`config.mk`:
```
export PLATFORM = sky130hd
export DESIGN_NAME = rtc_calendar
export DESIGN_NICKNAME = d
export VERILOG_FILES = /design/src/rtc_pkg.sv /design/src/rtc_calendar.sv
export SDC_FILE = /design/constraint.sdc
export NUM_CORES = 1
export LEC_CHECK = 0
export BUFFER_PORTS_ARGS = -buffer_cell sky130_fd_sc_hd__buf_2
export CAP_MARGIN = 20
export CORE_ASPECT_RATIO = 0.8
export CORE_MARGIN = 4
export CORE_UTILIZATION = 40
export CTS_CLUSTER_DIAMETER = 40
export DETAILED_ROUTE_END_ITERATION = 10
export SETUP_SLACK_MARGIN = 0.2
export SLEW_MARGIN = 20
export SYNTH_ARGS = -nofsm -noshare
export SYNTH_HDL_FRONTEND = slang
export SYNTH_SLANG_ARGS = --single-unit
```
`constraint.sdc`:
```
create_clock -name ref_clk -period 24.3 [get_ports ref_clk]
set_clock_uncertainty 0.2 [all_clocks]
set_input_delay 2.43 -clock ref_clk [delete_from_list [all_inputs] [get_ports ref_clk]]
set_output_delay 2.43 -clock ref_clk [all_outputs]
set_load 0.05 [all_outputs]
```
`src/rtc_pkg.sv`:
```
// Shared constants and types for the calendar clock with alarms and outage detector.
package rtc_pkg;

  // Register offsets on the 6-bit register port.
  localparam logic [5:0] CAL_SEC = 6'h00;
  localparam logic [5:0] CAL_WDAY = 6'h06;
  localparam logic [5:0] ALM0_BASE = 6'h08;
  localparam logic [5:0] ALM_STRIDE = 6'h08;
  localparam logic [5:0] ALM_WMASK_OFS = 6'h06;
  localparam logic [5:0] ALM_CTRL_OFS = 6'h07;
  localparam logic [5:0] CORR_REG = 6'h18;
  localparam logic [5:0] OUTAGE_CTRL = 6'h19;
  localparam logic [5:0] STATUS_REG = 6'h1A;

  // Field positions inside registers.
  localparam int ALM_IGNORE_BIT = 7;
  localparam int ALM_ACT_BIT = 0;
  localparam int CORR_SLOW_BIT = 7;
  localparam int OUTAGE_EN_BIT = 7;
  localparam int ST_BUSY_BIT = 0;
  localparam int ST_OUT_RUN_BIT = 1;
  localparam int ST_OUT_FLAG_BIT = 2;
  localparam int ST_MATCH0_BIT = 3;
  localparam int NUM_FIELDS = 6;

  // Counting limits.
  localparam logic [5:0] SEC_MAX = 6'h3B;
  localparam logic [4:0] HOUR_MAX = 5'h17;
  localparam logic [3:0] MONTH_MAX = 4'hC;
  localparam logic [6:0] YEAR_MAX = 7'h63;
  localparam logic [15:0] PRESC_MAX = 16'h7FFF;
  localparam int CORR_SHIFT = 5;
  localparam logic [9:0] CORR_PERIOD_SECS = 10'h202;
  localparam int OUTAGE_UNIT_SHIFT = 8;
  localparam logic [2:0] BASE_WEEKDAY = 3'h5;

  // Calendar write sequence time and its cycle count at the 125 MHz clock.
  localparam int UPDATE_TIME_US = 3000;
  localparam int CLK_MHZ = 125;
  localparam int UPDATE_CYCLES = UPDATE_TIME_US * CLK_MHZ;

  // Reset values: the whole clock domain starts at zero.
  localparam logic [7:0] CORR_RESET = 8'h00;
  localparam logic [7:0] OUTAGE_CTRL_RESET = 8'h00;

  typedef struct packed {
    logic [6:0] year;
    logic [3:0] month;
    logic [4:0] day;
    logic [4:0] hour;
    logic [5:0] minute;
    logic [5:0] sec;
  } cal_t;

  typedef struct packed {
    logic act;
    logic [NUM_FIELDS-1:0] ignore;
    logic [6:0] wmask;
    cal_t t;
  } alarm_t;

  typedef struct packed {
    logic [5:0] addr;
    logic [7:0] wdata;
    logic wr;
    logic rd;
  } reg_req_t;

endpackage

```
`src/rtc_calendar.sv`:
```
// Calendar clock with two alarms, rate correction and brief outage detection.
//
// Design decisions made here: the address map and the plain strobed port.
`timescale 1ns/1ps
module rtc_calendar #(
  parameter int unsigned UPDATE_CYCLES = rtc_pkg::UPDATE_CYCLES
) (
  input wire logic ref_clk,
  input wire logic reset_n,
  input wire rtc_pkg::reg_req_t reg_req,
  output logic [7:0] reg_rdata,
  input wire logic xtal_32k,
  input wire logic main_power_ok,
  input wire logic power_unit_working,
  output logic alarm_wake,
  output logic alarm_irq,
  output logic brief_outage_event
);
  import rtc_pkg::*;

  typedef struct packed {
    cal_t cal;
    alarm_t [1:0] alm;
    logic [7:0] corr;
    logic outage_en;
    logic [6:0] outage_len;
    logic [15:0] presc;
    logic [9:0] corr_secs;
    logic corr_now;
    logic [19:0] busy_cnt;
    logic [1:0] match_q;
    logic outage_run;
    logic [14:0] outage_cnt;
    logic outage_flag;
    logic x_q1;
    logic x_q2;
    logic x_prev;
    logic p_q1;
    logic p_q2;
    logic p_prev;
    logic [7:0] rdata;
    logic wake;
    logic irq;
    logic outage_evt;
  } state_t;

  state_t s_r;
  state_t s_nxt;

  // Month length, with the leap year rule for the 2000..2099 range.
  function automatic logic [4:0] month_days(input logic [3:0] m, input logic [6:0] y);
    case (m)
      4'h2: month_days = (y[1:0] == 2'h0) ? 5'h1D : 5'h1C;
      4'h4, 4'h6, 4'h9, 4'hB: month_days = 5'h1E;
      default: month_days = 5'h1F;
    endcase
  endfunction

  // Days before the first of a month in a common year.
  function automatic logic [8:0] days_before(input logic [3:0] m);
    case (m)
      4'h2: days_before = 9'h01F;
      4'h3: days_before = 9'h03B;
      4'h4: days_before = 9'h05A;
      4'h5: days_before = 9'h078;
      4'h6: days_before = 9'h097;
      4'h7: days_before = 9'h0B5;
      4'h8: days_before = 9'h0D4;
      4'h9: days_before = 9'h0F3;
      4'hA: days_before = 9'h111;
      4'hB: days_before = 9'h130;
      4'hC: days_before = 9'h14E;
      default: days_before = 9'h000;
    endcase
  endfunction

  // Weekday follows from the date itself, so any date write keeps it right.
  function automatic logic [6:0] weekday(input cal_t c);
    logic [16:0] days;
    logic [2:0] idx;
    days = 17'(c.year) * 17'h0016D + 17'((c.year + 7'h03) >> 2) + 17'(days_before(c.month));
    if (c.year[1:0] == 2'h0 && c.month > 4'h2) begin
      days = days + 17'h00001;
    end
    days = days + 17'(c.day) - 17'h00001 + 17'(BASE_WEEKDAY);
    idx = 3'(days % 17'h00007);
    weekday = 7'h01 << idx;
  endfunction

  // One second step with carries through every unit.
  function automatic cal_t advance(input cal_t c);
    cal_t r;
    r = c;
    if (c.sec >= SEC_MAX) begin
      r.sec = 6'h00;
      if (c.minute >= SEC_MAX) begin
        r.minute = 6'h00;
        if (c.hour >= HOUR_MAX) begin
          r.hour = 5'h00;
          if (c.day >= month_days(c.month, c.year)) begin
            r.day = 5'h01;
            if (c.month >= MONTH_MAX) begin
              r.month = 4'h1;
              r.year = (c.year >= YEAR_MAX) ? 7'h00 : c.year + 7'h01;
            end else begin
              r.month = c.month + 4'h1;
            end
          end else begin
            r.day = c.day + 5'h01;
          end
        end else begin
          r.hour = c.hour + 5'h01;
        end
      end else begin
        r.minute = c.minute + 6'h01;
      end
    end else begin
      r.sec = c.sec + 6'h01;
    end
    advance = r;
  endfunction

  // Field f of a calendar value, zero extended to seven bits.
  function automatic logic [6:0] get_field(input cal_t c, input int f);
    case (f)
      0: get_field = {1'b0, c.sec};
      1: get_field = {1'b0, c.minute};
      2: get_field = {2'b00, c.hour};
      3: get_field = {2'b00, c.day};
      4: get_field = {3'b000, c.month};
      default: get_field = c.year;
    endcase
  endfunction

  function automatic cal_t set_field(input cal_t c, input int f, input logic [7:0] d);
    cal_t r;
    r = c;
    case (f)
      0: r.sec = d[5:0];
      1: r.minute = d[5:0];
      2: r.hour = d[4:0];
      3: r.day = d[4:0];
      4: r.month = d[3:0];
      default: r.year = d[6:0];
    endcase
    set_field = r;
  endfunction

  // An alarm matches when active, every non-excluded unit agrees and its wmask holds the weekday.
  function automatic logic alarm_match(input alarm_t a, input cal_t c, input logic [6:0] wd);
    logic m;
    m = a.act;
    for (int f = 0; f < NUM_FIELDS; f++) begin
      if (!a.ignore[f] && get_field(a.t, f) != get_field(c, f)) begin
        m = 1'b0;
      end
    end
    if ((a.wmask & wd) == 7'h00) begin
      m = 1'b0;
    end
    alarm_match = m;
  endfunction

  logic [6:0] wday;
  logic xtal_tick;
  logic sec_tick;
  logic [15:0] presc_end;
  logic [15:0] corr_amount;
  logic [5:0] alm_base;
  logic [1:0] match_now;

  // All next-state logic of the block.
  always_comb begin
    s_nxt = s_r;
    wday = weekday(s_r.cal);
    sec_tick = 1'b0;
    alm_base = 6'h00;
    match_now = 2'b00;
    s_nxt.wake = 1'b0;
    s_nxt.irq = 1'b0;
    s_nxt.outage_evt = 1'b0;

    // Two-stage synchronisers for the crystal and supply pins.
    s_nxt.x_q1 = xtal_32k;
    s_nxt.x_q2 = s_r.x_q1;
    s_nxt.x_prev = s_r.x_q2;
    s_nxt.p_q1 = main_power_ok;
    s_nxt.p_q2 = s_r.p_q1;
    s_nxt.p_prev = s_r.p_q2;
    xtal_tick = s_r.x_q2 & ~s_r.x_prev;

    // During a correction second the prescaler end moves by code * 32 periods.
    corr_amount = {4'h0, s_r.corr[6:0], 5'h00};
    if (!s_r.corr_now) begin
      presc_end = PRESC_MAX;
    end else if (s_r.corr[CORR_SLOW_BIT]) begin
      presc_end = PRESC_MAX + corr_amount;
    end else begin
      presc_end = PRESC_MAX - corr_amount;
    end
    if (xtal_tick) begin
      if (s_r.presc >= presc_end) begin
        s_nxt.presc = 16'h0000;
        sec_tick = 1'b1;
      end else begin
        s_nxt.presc = s_r.presc + 16'h0001;
      end
    end

    // Counting never stops, whatever the power unit is doing.
    if (sec_tick) begin
      s_nxt.cal = advance(s_r.cal);
      s_nxt.corr_now = 1'b0;
      if (s_r.corr_secs >= CORR_PERIOD_SECS - 10'h001) begin
        s_nxt.corr_secs = 10'h000;
        s_nxt.corr_now = 1'b1;
      end else begin
        s_nxt.corr_secs = s_r.corr_secs + 10'h001;
      end
    end

    if (s_r.busy_cnt != 20'h00000) begin
      s_nxt.busy_cnt = s_r.busy_cnt - 20'h00001;
    end

    // Outage timer: runs on crystal periods while main power is away.
    if (s_r.outage_run) begin
      if (s_r.p_q2) begin
        s_nxt.outage_run = 1'b0;
        s_nxt.outage_en = 1'b0;
        s_nxt.outage_evt = 1'b1;
      end else if (xtal_tick) begin
        if (s_r.outage_cnt >= 15'({s_r.outage_len, 8'h00})) begin
          s_nxt.outage_run = 1'b0;
          s_nxt.outage_en = 1'b0;
        end else begin
          s_nxt.outage_cnt = s_r.outage_cnt + 15'h0001;
        end
      end
    end else if (s_r.outage_en && s_r.p_prev && !s_r.p_q2) begin
      s_nxt.outage_run = 1'b1;
      s_nxt.outage_cnt = 15'h0000;
    end

    // Each alarm raises its request only on the rising edge of its match.
    for (int i = 0; i < 2; i++) begin
      match_now[i] = alarm_match(s_r.alm[i], s_r.cal, wday);
      if (match_now[i] && !s_r.match_q[i]) begin
        if (power_unit_working) begin
          s_nxt.irq = 1'b1;
        end else begin
          s_nxt.wake = 1'b1;
        end
      end
    end
    s_nxt.match_q = match_now;

    // Register writes win over the count for the field they touch.
    if (reg_req.wr) begin
      for (int f = 0; f < NUM_FIELDS; f++) begin
        if (reg_req.addr == CAL_SEC + 6'(f)) begin
          s_nxt.cal = set_field(s_nxt.cal, f, reg_req.wdata);
          s_nxt.busy_cnt = 20'(UPDATE_CYCLES);
          if (f == 0) begin
            s_nxt.presc = 16'h0000;
          end
        end
      end
      for (int i = 0; i < 2; i++) begin
        alm_base = ALM0_BASE + 6'(i) * ALM_STRIDE;
        for (int f = 0; f < NUM_FIELDS; f++) begin
          if (reg_req.addr == alm_base + 6'(f)) begin
            s_nxt.alm[i].t = set_field(s_r.alm[i].t, f, reg_req.wdata);
            s_nxt.alm[i].ignore[f] = reg_req.wdata[ALM_IGNORE_BIT];
          end
        end
        if (reg_req.addr == alm_base + ALM_WMASK_OFS) begin
          s_nxt.alm[i].wmask = reg_req.wdata[6:0];
        end
        if (reg_req.addr == alm_base + ALM_CTRL_OFS) begin
          s_nxt.alm[i].act = reg_req.wdata[ALM_ACT_BIT];
        end
      end
      if (reg_req.addr == CORR_REG) begin
        s_nxt.corr = reg_req.wdata;
      end
      if (reg_req.addr == OUTAGE_CTRL) begin
        s_nxt.outage_en = reg_req.wdata[OUTAGE_EN_BIT];
        s_nxt.outage_len = reg_req.wdata[6:0];
      end
      if (reg_req.addr == STATUS_REG && reg_req.wdata[ST_OUT_FLAG_BIT]) begin
        s_nxt.outage_flag = 1'b0;
      end
    end
    // Setting after the clear means an event in the clearing cycle survives.
    if (s_nxt.outage_evt) begin
      s_nxt.outage_flag = 1'b1;
    end

    // Read data is registered and stands in the cycle after the strobe.
    s_nxt.rdata = 8'h00;
    if (reg_req.rd) begin
      for (int f = 0; f < NUM_FIELDS; f++) begin
        if (reg_req.addr == CAL_SEC + 6'(f)) begin
          s_nxt.rdata = {1'b0, get_field(s_r.cal, f)};
        end
      end
      if (reg_req.addr == CAL_WDAY) begin
        s_nxt.rdata = {1'b0, wday};
      end
      for (int i = 0; i < 2; i++) begin
        alm_base = ALM0_BASE + 6'(i) * ALM_STRIDE;
        for (int f = 0; f < NUM_FIELDS; f++) begin
          if (reg_req.addr == alm_base + 6'(f)) begin
            s_nxt.rdata = {s_r.alm[i].ignore[f], get_field(s_r.alm[i].t, f)};
          end
        end
        if (reg_req.addr == alm_base + ALM_WMASK_OFS) begin
          s_nxt.rdata = {1'b0, s_r.alm[i].wmask};
        end
        if (reg_req.addr == alm_base + ALM_CTRL_OFS) begin
          s_nxt.rdata = {7'h00, s_r.alm[i].act};
        end
      end
      if (reg_req.addr == CORR_REG) begin
        s_nxt.rdata = s_r.corr;
      end
      if (reg_req.addr == OUTAGE_CTRL) begin
        s_nxt.rdata = {s_r.outage_en, s_r.outage_len};
      end
      if (reg_req.addr == STATUS_REG) begin
        s_nxt.rdata[ST_BUSY_BIT] = (s_r.busy_cnt != 20'h00000);
        s_nxt.rdata[ST_OUT_RUN_BIT] = s_r.outage_run;
        s_nxt.rdata[ST_OUT_FLAG_BIT] = s_r.outage_flag;
        s_nxt.rdata[ST_MATCH0_BIT +: 2] = s_r.match_q;
      end
    end
  end

  // Reset stands for power-up of the clock domain: everything goes to zero.
  always_ff @(posedge ref_clk or negedge reset_n) begin
    if (!reset_n) begin
      s_r <= '0;
      s_r.corr <= CORR_RESET;
      s_r.outage_en <= OUTAGE_CTRL_RESET[OUTAGE_EN_BIT];
      s_r.outage_len <= OUTAGE_CTRL_RESET[6:0];
    end else begin
      s_r <= s_nxt;
    end
  end

  assign reg_rdata = s_r.rdata;
  assign alarm_wake = s_r.wake;
  assign alarm_irq = s_r.irq;
  assign brief_outage_event = s_r.outage_evt;

endmodule // rtc_calendar

```
Word level (Yosys, flattened, before mapping)
Memory sizes are Yosys's and may differ from the RTL's.
Cells that the tools add are included.
Cells by class
  order comparisons: 10
  add/sub/neg operators: 19
  mux-type cells: 136
  divide/modulo/power cells: 1
  equal/unequal tests: 45
  shifts and indexed selects: 1
  bitwise logic cells: 14
  multiply operators: 1
  reductions and logical operators: 72
Operator list (number)
  $mux 33: 12
  $mux 8: 27
  $mux 20: 8
  $mux 159: 1
  $mux 16: 9
  $eq 6x5->1 const B: 11
  $eq 6x4->1 const B: 8
  $mux 1: 47
  $reduce_and 2->1: 19
  $mux 6: 6
  $mux 5: 7
  $mux 17: 2
  $mux 15: 2
  $mux 7: 4
  $mux 27: 1
  $mux 26: 1
  $ne 6x6->1: 4
  $mux 22: 1
  $mux 21: 1
  $ne 5x5->1: 4
  $reduce_bool 20->1: 1
  $sub 20x1->20 const B: 1
  $eq 6x3->1 const B: 3
  $logic_and 1x1->1: 18
  other kinds (57): 101
Storage, ports and cells
  register bits after elaboration: 226
  output and inout bits: 11
  memory bits (read-only): 144
  word-level logic and storage cells: 355
  input bits: 21
  memories kept: 1
Memory list
  (name not given): depth 16, bits a word 9, read ports 1, clocked after Yosys merged registers in 0, wr ports 0, line rtc_calendar.sv:61  | case (m)

Logic depth before layout (Yosys ltp)
Gate-level depths: netlist of run 1.
  word-level depth: 31
  mapped depth: 52
  gate-level depth less buffers: 49

Worst setup path after synthesis of run 1
OpenSTA, ideal clock, no wires.
  path kind: reg-to-reg
  from: register s_r[219] (netlist bit)
  to: register s_r (netlist bit alarm_wake)
  setup slack: 12.483 ns
  path buffers: 2
  arrival time: 11.487 ns
  cell stages (with the launch flop): 46
  data required time: 23.970 ns
  setup time: 0.130 ns
  period minus slack after synthesis: 11.817 ns
  cell sequence: dfrtp_1 clkbuf_1 inv_1 ha_1 nor2_1 nand2_1 xnor2_1 ha_1 fa_1 ha_1 inv_1 fa_1 inv_1 fa_1 xor2_1 nor4b_2 o211ai_1 or3_4 [... 10 more ...] a311oi_1 nand4_1 o211ai_1 xnor2_1 o311ai_0 o22ai_2 nand2b_1 and3_1 ha_1 nand4_1 o311ai_1 or4b_1 buf_2 nor3b_4 nor4_1 o31a_1 o311ai_2 a21oi_1
RTL lines
  start, declared: line rtc_calendar.sv:47  | state_t s_r;
  start signal, assigned: line rtc_calendar.sv:348  | s_r <= s_nxt;

==> run summary, run 1 <==
The signed area change from the synthesized netlist to the final layout is 9.19%. The number of global-route vias before repair was 15,200. The number of warnings printed during yosys synthesis came out at 0. The met2 layer wire length in the routed design came out at 22.5 mm. The die area came out at 49,100 sq um. For the pin with the worst max-slew slack, the measured transition is 1.10 ns. For this block, the via count after detailed routing is 16,100. The clock tree root buffer cell is sky130_fd_sc_hd__clkbuf_16. The post-cts hold buffer count came out at 0.

The classification of the worst setup path is reg2reg. On the critical path, the stage with the largest delay is an instance of sky130_fd_sc_hd__dfrtp_1. The HPWL reported at the end of detailed placement came out at 40.7 mm. The endpoint arrival time on the critical path is 14.17 ns. Summed over all layers, the routed wires come to 55.2 mm. The final count of pins violating max slew came to 0. The achievable frequency came out at 0.0716 GHz. The combined area of all synthesized cells came out at 18,200 sq um.

The number of diodes added for antenna fixing is 0. The core region area is 44,700 sq um. The level count of the clock H-tree came out at 1. 32 I/O pins were placed.

CTS saw 226 sinks. The number of standard cells after synthesis is 2,082. Among all flip-flop cells after synthesis, the most frequent one is sky130_fd_sc_hd__dfrtp_1. The synthesized design contains 226 register bits. The number of flops mapped to enable cells by yosys is 0. The mean routed wirelength per cell came out at 20.5 microns. The worst register-to-register path ends at reg_rdata[3]$_DFF_PN0_. The share of post-route cells with drive strength above 1 came out at 11.0%. The clock passes through at most 3 buffers. The startpoint identified for the worst hold timing path is s_nxt[12]$_DFF_PN0_.

The largest net degree at the start of global routing is 103. The worst setup path is launched from a register. Along the worst path, the maximum fanout reaches 25. The post-synthesis net count is 2,238. The count of distinct cell types in the synthesized netlist came out at 103.

The worst path needs 13.96 ns of the cycle, external delays included. TritonCTS built the clock tree. The count of final setup violators is 0.

The type of the tightest min-delay check is reg2reg. The post-synthesis average cell area is 8.77 sq um. The clock latency on the worst-skew pair is 0.57 ns. The number of clock buffers added by TritonCTS is 31. The number of setup buffers added after CTS is 0.

The aggregate global routing overflow is 0. The most common library cell in the layout ignoring fill and taps is sky130_fd_sc_hd__dfrtp_1. Counting stages on the worst path, the most repeated cell is sky130_fd_sc_hd__ha_1. The final critical path takes up 57.4% of the cycle. The depth of the worst hold-timing path is 0. The worst register-to-register path begins at s_r[217]$_DFF_PN0_.

The number of search-and-repair iterations in the first detailed-routing pass is 7. For this block, wires on met1 add up to 26.4 mm. The highest layer touched by signal routing is met4. The sequential element share of the synthesized area is 31.0%. The initial utilization of the core area, before any placement, comes to 40.8%. For the worst flop-to-flop path, the logic depth is 43.

During placement, the flow inserted port buffers numbering 31. The final-stage net count came out at 2,220. The worst setup path is captured at a register. The endpoint required time on the critical path is 24.51 ns. Leaving out fill and tap cells, the most frequent cells in the layout are 226 x sky130_fd_sc_hd__dfrtp_1, 177 x sky130_fd_sc_hd__nand2_1, 160 x sky130_fd_sc_hd__nor2_1, 154 x sky130_fd_sc_hd__o21ai_0, 118 x sky130_fd_sc_hd__inv_1. Setup repair after global routing left no endpoint under its margin. The layout has 4,412 filler cells. The clock transition at the registers of the reported paths is 0.06 ns. The register-to-register path setup slack is 10.34 ns. The height of the die is 199 microns.

The detail route stage leaves a number of antenna-violating nets equal to 0. The placer congestion estimate came out at 1.01. The overall fraction of global-route tracks in use came out at 22.2%. The number of placement rows came out at 69. The delay contributed by the slowest stage of the critical path came out at 0.90 ns.

The post-cts sizing count is 0. The met3 wire length came out at 5.26 mm. The number of antenna violations at the first check in global routing came out at 0. The global-route wire length before repair is 87.4 mm.

The detailed router finished its first iteration with 1,636 violations. The setup TNS is 0 ns. The reported max-cap violation count is 0. The fraction of registers with async set/reset is 100%. Headroom to the max-slew limit came out at 26.7%. The die extent in x is 247 microns.

The average vias per placed instance is 5.99. The path with the worst hold slack has its endpoint at s_nxt[11]$_DFF_PN0_. The flow ran to the end, and the final reports show no timing, DRC or antenna violations. After detailed routing, the number of remaining DRC violations is 0. The final number of hold-violating endpoints is 0.
==> area by class of cell <==
cell class                      instances  area [sq um]  share of cell area, %
Inverter                              119           447                   2.24
Clock buffer                           35           821                   4.12
Multi-Input combinational cell       1644         11800                   59.0
Clock inverter                         22           248                   1.24
Tap cell                              603           754                   3.79
Sequential cell                       226          5660                   28.4
Timing Repair Buffer                   42           245                   1.23
==> registers in the layout (all words and copies together), names as in the netlist <==
register            count
alarm_irq               1
brief_outage_event      1
s_nxt                   4
reg_rdata               8
alarm_wake              1
corr_amount             7
s_r                   204
==> layer usage <==
| layer | vias to the layer above | GRT usage [%] |
|---|---|---|
| li1 | 7540 | - |
| met1 | 7874 | 34.1 |
| met2 | 618 | 31.3 |
| met3 | 78 | 5.42 |
| met4 | 0 | 4.73 |
| met5 | - | 0 |
==> cells in the mapped netlist, types with 24 or more instances <==
master                     instances  share of area, %
sky130_fd_sc_hd__xor2_1           76               3.6
sky130_fd_sc_hd__nor2b_1          25              0.86
sky130_fd_sc_hd__clkbuf_1         72               1.5
sky130_fd_sc_hd__nor4_1           29              0.99
sky130_fd_sc_hd__and3_1           25              0.86
sky130_fd_sc_hd__o21ai_0         154               4.2
sky130_fd_sc_hd__mux2_2           80               4.9
sky130_fd_sc_hd__nand2_1         177               3.6
sky130_fd_sc_hd__nand2b_1         24              0.82
sky130_fd_sc_hd__xnor2_1          92               4.4
sky130_fd_sc_hd__nor3_1           47               1.3
sky130_fd_sc_hd__inv_1           118               2.4
sky130_fd_sc_hd__nor2_1          160               3.3
sky130_fd_sc_hd__a31oi_1          36               1.2
sky130_fd_sc_hd__o211ai_1         28               1.2
sky130_fd_sc_hd__nand3_1          75               2.1
sky130_fd_sc_hd__dfrtp_1         226                31
sky130_fd_sc_hd__fa_1             31               3.4
sky130_fd_sc_hd__ha_1            104               7.1
sky130_fd_sc_hd__a21oi_1         115               3.2
==> critical path, delay by kind of cell, from the launching register on <==
family / cells / cell delay, ns
AOI/OAI and AO/OA: 17 / 5.88
and+or+nand+nor: 11 / 3.02
adders and majority gates: 8 / 2.75
DFF: 1 / 0.90
xor gates and xnor gates: 3 / 0.72
buffers and inverters: 4 / 0.31
==> logic make-up after synthesis <==
logic type | Yosys count | synth area share, %
simple gates | 680 | 18.8
compound gates | 558 | 20.6
xor+xnor | 170 | 8.24
flops | 226 | 31.0
mux | 101 | 6.23
buf+inv | 212 | 4.59
fa+ha+maj | 135 | 10.5
==> worst max-delay path by stage <==
stage / endpoint / startpoint
floorplan: alarm_wake$_DFF_PN0_ / s_r[219]$_DFF_PN0_
global placement: reg_rdata[3]$_DFF_PN0_ / s_r[219]$_DFF_PN0_
detailed placement: reg_rdata[3]$_DFF_PN0_ / s_r[219]$_DFF_PN0_
CTS: reg_rdata[3]$_DFF_PN0_ / s_r[219]$_DFF_PN0_
global route: reg_rdata[3]$_DFF_PN0_ / s_r[219]$_DFF_PN0_
finish: reg_rdata[3]$_DFF_PN0_ / s_r[217]$_DFF_PN0_
==> stage by stage <==
stage	worst slack, ns	hold WS [ns]	instances	instance area (sq um)	utilization (%)
after floorplan	12.48	0.131	2082	18200	-
after global placement	10.85	0.133	2633	18900	42.2
after detailed placement	10.58	0.135	2633	18900	42.2
after CTS	10.57	0.148	2690	19900	44.5
after global routing	9.18	0.157	2691	19900	44.6
final	10.34	0.147	2691	19900	44.6
Power of run 1 is not shown: default switching activity piles up to over one toggle a cycle in this logic, so the estimate is an artifact.
==> inputs of run 2 (changes only) <==
Settings changed: ABC_AREA set to 1.
Clock period 24.3 ns to 11.9 ns, I/O delays scaled along.
==> run 2 against run 1 <==
Compared with the run above:
- the flow now finishes with violations (negative setup slack)
- cell area increased by 5.3%
- die area decreased by 3.8%
- global-route usage increased by 1.0 points
- critical path depth increased by 45
- cell count increased by 16%
==> run summary, run 2 <==
The number of flops mapped to enable cells by yosys came out at 0 (unchanged). The post-synthesis net count is 2,598 (+16%). By area the synthesized netlist is led by sky130_fd_sc_hd__dfrtp_1 32%, sky130_fd_sc_hd__nand2_1 11%, sky130_fd_sc_hd__inv_1 8.6%, sky130_fd_sc_hd__ha_1 7.4%, sky130_fd_sc_hd__o21ai_0 6.4%.

Setup repair after global routing could not meet its margin everywhere. The core region area came out at 43,200 sq um (-3.4%). The post-synthesis average cell area came out at 7.18 sq um (-18%). The initial detailed-routing violation count is 1,571 (-4.0%). The number of vias in the routed layout is 17,100 (+6.0%).

The endpoint identified for the worst register-to-register timing path is reg_rdata[5]$_DFF_PN0_. The combined flip-flop and latch cell area came to 5660 sq um (about the same). The aggregate global routing overflow came out at 0 (unchanged). met1 is the most crowded layer. The max-slew headroom at the worst pin is 29.5% (+2.8 points). The final-stage net count is 2,687 (+21%). By instance count, the cell type seen most on the critical path is sky130_fd_sc_hd__nand2_2. The overall fraction of global-route tracks in use is 23.2% (+1.0 points). The post-synthesis cell type with the largest combined area is sky130_fd_sc_hd__dfrtp_1. The combined area of all synthesized cells was 17,500 sq um (-3.9%).

The period utilization came out at 100% (+43 points). The final count of pins violating max slew is 0 (unchanged). The final number of hold-violating endpoints came out at 0 (unchanged).

The number of synthesized register bits is 226 (unchanged). The run finished, with violations left. The final setup slack of the worst path came to -0.00100 ns (-10.34 ns).

Among cell families on the critical path, the largest total delay comes from simple AND/OR/NAND/NOR gates. The endpoint type of the worst setup path is a register. The met2 usage in global routing was 34.5% (+3.2 points). The library cell used most frequently in the layout, excluding fill and tap cells, is sky130_fd_sc_hd__nand2_1. The number of buffers on the longest clock path is 3 (unchanged). The number of placement rows came out at 68 (-1.4%). The met1 demand-to-capacity share in global routing is 35.0% (+0.86 points). The number of warnings printed during yosys synthesis is 0 (unchanged). The last element of the critical path is reg_rdata[5]$_DFF_PN0_. The worst setup slack before clock tree synthesis is -0.520 ns (-11.10 ns). The total of fill cells in the finished design came out at 4,207 (-4.6%).

The global-route wire length before repair is 88.9 mm (+1.8%). The register with the most flip-flops in the final layout is s_r. The footprint of the multi-input gates came to 11,000 sq um (-6.4%). The critical path buffer and inverter count came out at 11 (+7).

Yosys instantiated no cell more often than sky130_fd_sc_hd__nand2_1. In this run the clock root is driven by a sky130_fd_sc_hd__clkbuf_16. The clock latency on the worst-skew pair is 0.54 ns (-0.03 ns).

The design area is 21,000 sq um (+5.3%). The setup TNS came out at -0.00100 ns (-0.00100 ns). In the layout the commonest cells are 484 x sky130_fd_sc_hd__nand2_1, 391 x sky130_fd_sc_hd__inv_1, 222 x sky130_fd_sc_hd__o21ai_0, 222 x sky130_fd_sc_hd__dfrtp_1, 191 x sky130_fd_sc_hd__nor2_1. The reported max-cap violation count came out at 0 (unchanged). The worst setup path is launched from a register. The HPWL reported at the end of detailed placement came to 41.4 mm (+1.7%). The post-layout minimum cycle time came out at 11.90 ns (-2.06 ns).

The number of nets still failing antenna checks after routing was 0 (unchanged). The critical-path maximum fanout was 5 (-80%). The classification of the worst setup path is reg2reg. The fraction of registers with async set/reset was 100% (unchanged). The signed area change from the synthesized netlist to the final layout is 19.7%. The average vias per placed instance is 5.48 (-8.5%). The height of the die came out at 195 microns (-1.9%). The share of post-route cells with drive strength above 1 came out at 16.8% (+5.8 points). The number of diodes added for antenna fixing is 0 (unchanged). The die area is 47,300 sq um (-3.8%).

The count of final setup violators is 1 (+1). The delay contributed by the slowest stage of the critical path came to 0.57 ns (-0.33 ns). The achievable frequency came out at 0.0840 GHz (+17%). The count of distinct cell types in the synthesized netlist came out at 67 (-35%). The count of input and output buffers came out at 31 (unchanged). The endpoint required time on the critical path is 12.11 ns (-12.40 ns). Sorting the synthesized cells by how often they occur yields 533 x sky130_fd_sc_hd__nand2_1, 404 x sky130_fd_sc_hd__inv_1, 226 x sky130_fd_sc_hd__dfrtp_1. Among all flip-flop cells after synthesis, the most frequent one is sky130_fd_sc_hd__dfrtp_1. The share of the core filled with cells is 48.5% (+4.0 points).

The reg-to-reg startpoint is s_r[220]$_DFF_PN0_. The CTS tree is done. The level count of the clock H-tree is 2 (+1).

The die extent in x is 242 microns (-1.9%). The cell depth of the worst flop-to-flop path was 88 (+100%). The flip-flop count of the largest register, all copies and words added came out at 204 (unchanged). The starting utilization of the core area came out at 40.6% (-0.24 points). The number of buffers inserted during clock tree synthesis is 36 (+16%). The final routed wirelength across all metal layers is 56.7 mm (+2.6%). The cell depth of the worst setup path was 88 (+100%). The sequential element share of the synthesized area is 32.3% (+1.3 points).

The top cell type's share of synthesized area is 32.3% (+1.3 points). The placer congestion estimate came out at 1.05 (+3.8%). The number of antenna violations at the first check in global routing came out at 1 (+1). The checks that failed: negative setup slack. The global-route met3 utilization is 4.32% (-1.1 points). For this design, the slowest cell found on the critical path is sky130_fd_sc_hd__fa_2. The endpoint arrival time on the critical path came to 12.11 ns (-2.06 ns).

The clock transition at the registers of the reported paths is 0.05 ns (about the same). The number of search-and-repair iterations in the first detailed-routing pass is 6 (-1). The number of standard cells after synthesis is 2,442 (+17%). The largest net degree at the start of global routing was 96 (-6.8%).

The number of global-route vias before repair came to 16,100 (+6.1%). The count of unresolved DRC violations after routing is 0 (unchanged). The critical path starts at s_r[220]$_DFF_PN0_. The number of sinks handled by clock tree synthesis came out at 226 (unchanged). The register-to-register path setup slack came to -0.001 ns (-10.34 ns).

The number of top-level pins came out at 32 (unchanged). The mean routed wirelength per cell came out at 18.2 microns (-11%). The slew of the pin with the lowest slew margin is 1.06 ns (-0.0418 ns).

The type of the tightest min-delay check is reg2reg. The cell area reported after detailed placement is 18,400 sq um (-2.4%).
## run 2: timing repair
item,in CTS,in global routing
cloned,0,0
endpoints found under the setup margin,11,11
setup buffers,20,19
pin swaps,69,90
hold buffers,0,0
resized for setup,97,125
endpoints found under the hold margin,0,0
## run 2: worst min path at each step
stage	slack, ns	startpoint	endpoint	cells past startpoint
after floorplan	0.13	s_nxt[12]$_DFF_PN0_	s_nxt[11]$_DFF_PN0_	0
after global placement	0.13	s_nxt[15]$_DFF_PN0_	s_nxt[14]$_DFF_PN0_	0
after detailed placement	0.14	s_nxt[15]$_DFF_PN0_	s_nxt[14]$_DFF_PN0_	0
after CTS	0.15	s_nxt[15]$_DFF_PN0_	s_nxt[14]$_DFF_PN0_	0
after global routing	0.16	s_nxt[12]$_DFF_PN0_	s_nxt[11]$_DFF_PN0_	0
final	0.15	s_nxt[15]$_DFF_PN0_	s_nxt[14]$_DFF_PN0_	0
## run 2: per-stage QoR
stage,hold WS [ns],cells
floorplan,0.131,2442
global placement,0.132,3014
detailed placement,0.140,3014
CTS,0.152,3099
global route,0.162,3118
finish,0.148,3118
## run 2: cell type report
| cell class | instances | area share, % |
|---|---|---|
| Timing Repair Buffer | 99 | 3.29 |
| Clock inverter | 17 | 1.17 |
| Multi-Input combinational cell | 1742 | 52.4 |
| Sequential cell | 226 | 27.0 |
| Tap cell | 560 | 3.34 |
| Inverter | 426 | 7.69 |
| Clock buffer | 48 | 5.09 |
## run 2: cell families after synthesis
kind of cell | Yosys count | synth area share, %
flops | 226 | 32.3
fa+ha+maj | 135 | 11.0
buf+inv | 474 | 10.4
xor+xnor | 61 | 3.24
mux | 2 | 0.121
simple gates | 1053 | 26.6
compound gates | 491 | 16.4
## run 2: layer usage
| metal | share of wire, % | vias up |
|---|---|---|
| met2 | 42 | 671 |
| met4 | 2.0 | 2 |
| met1 | 47 | 8121 |
| li1 | - | 8190 |
| met3 | 8.7 | 99 |
| met5 | 0.13 | - |
Power of run 2 is left out for the same reason.
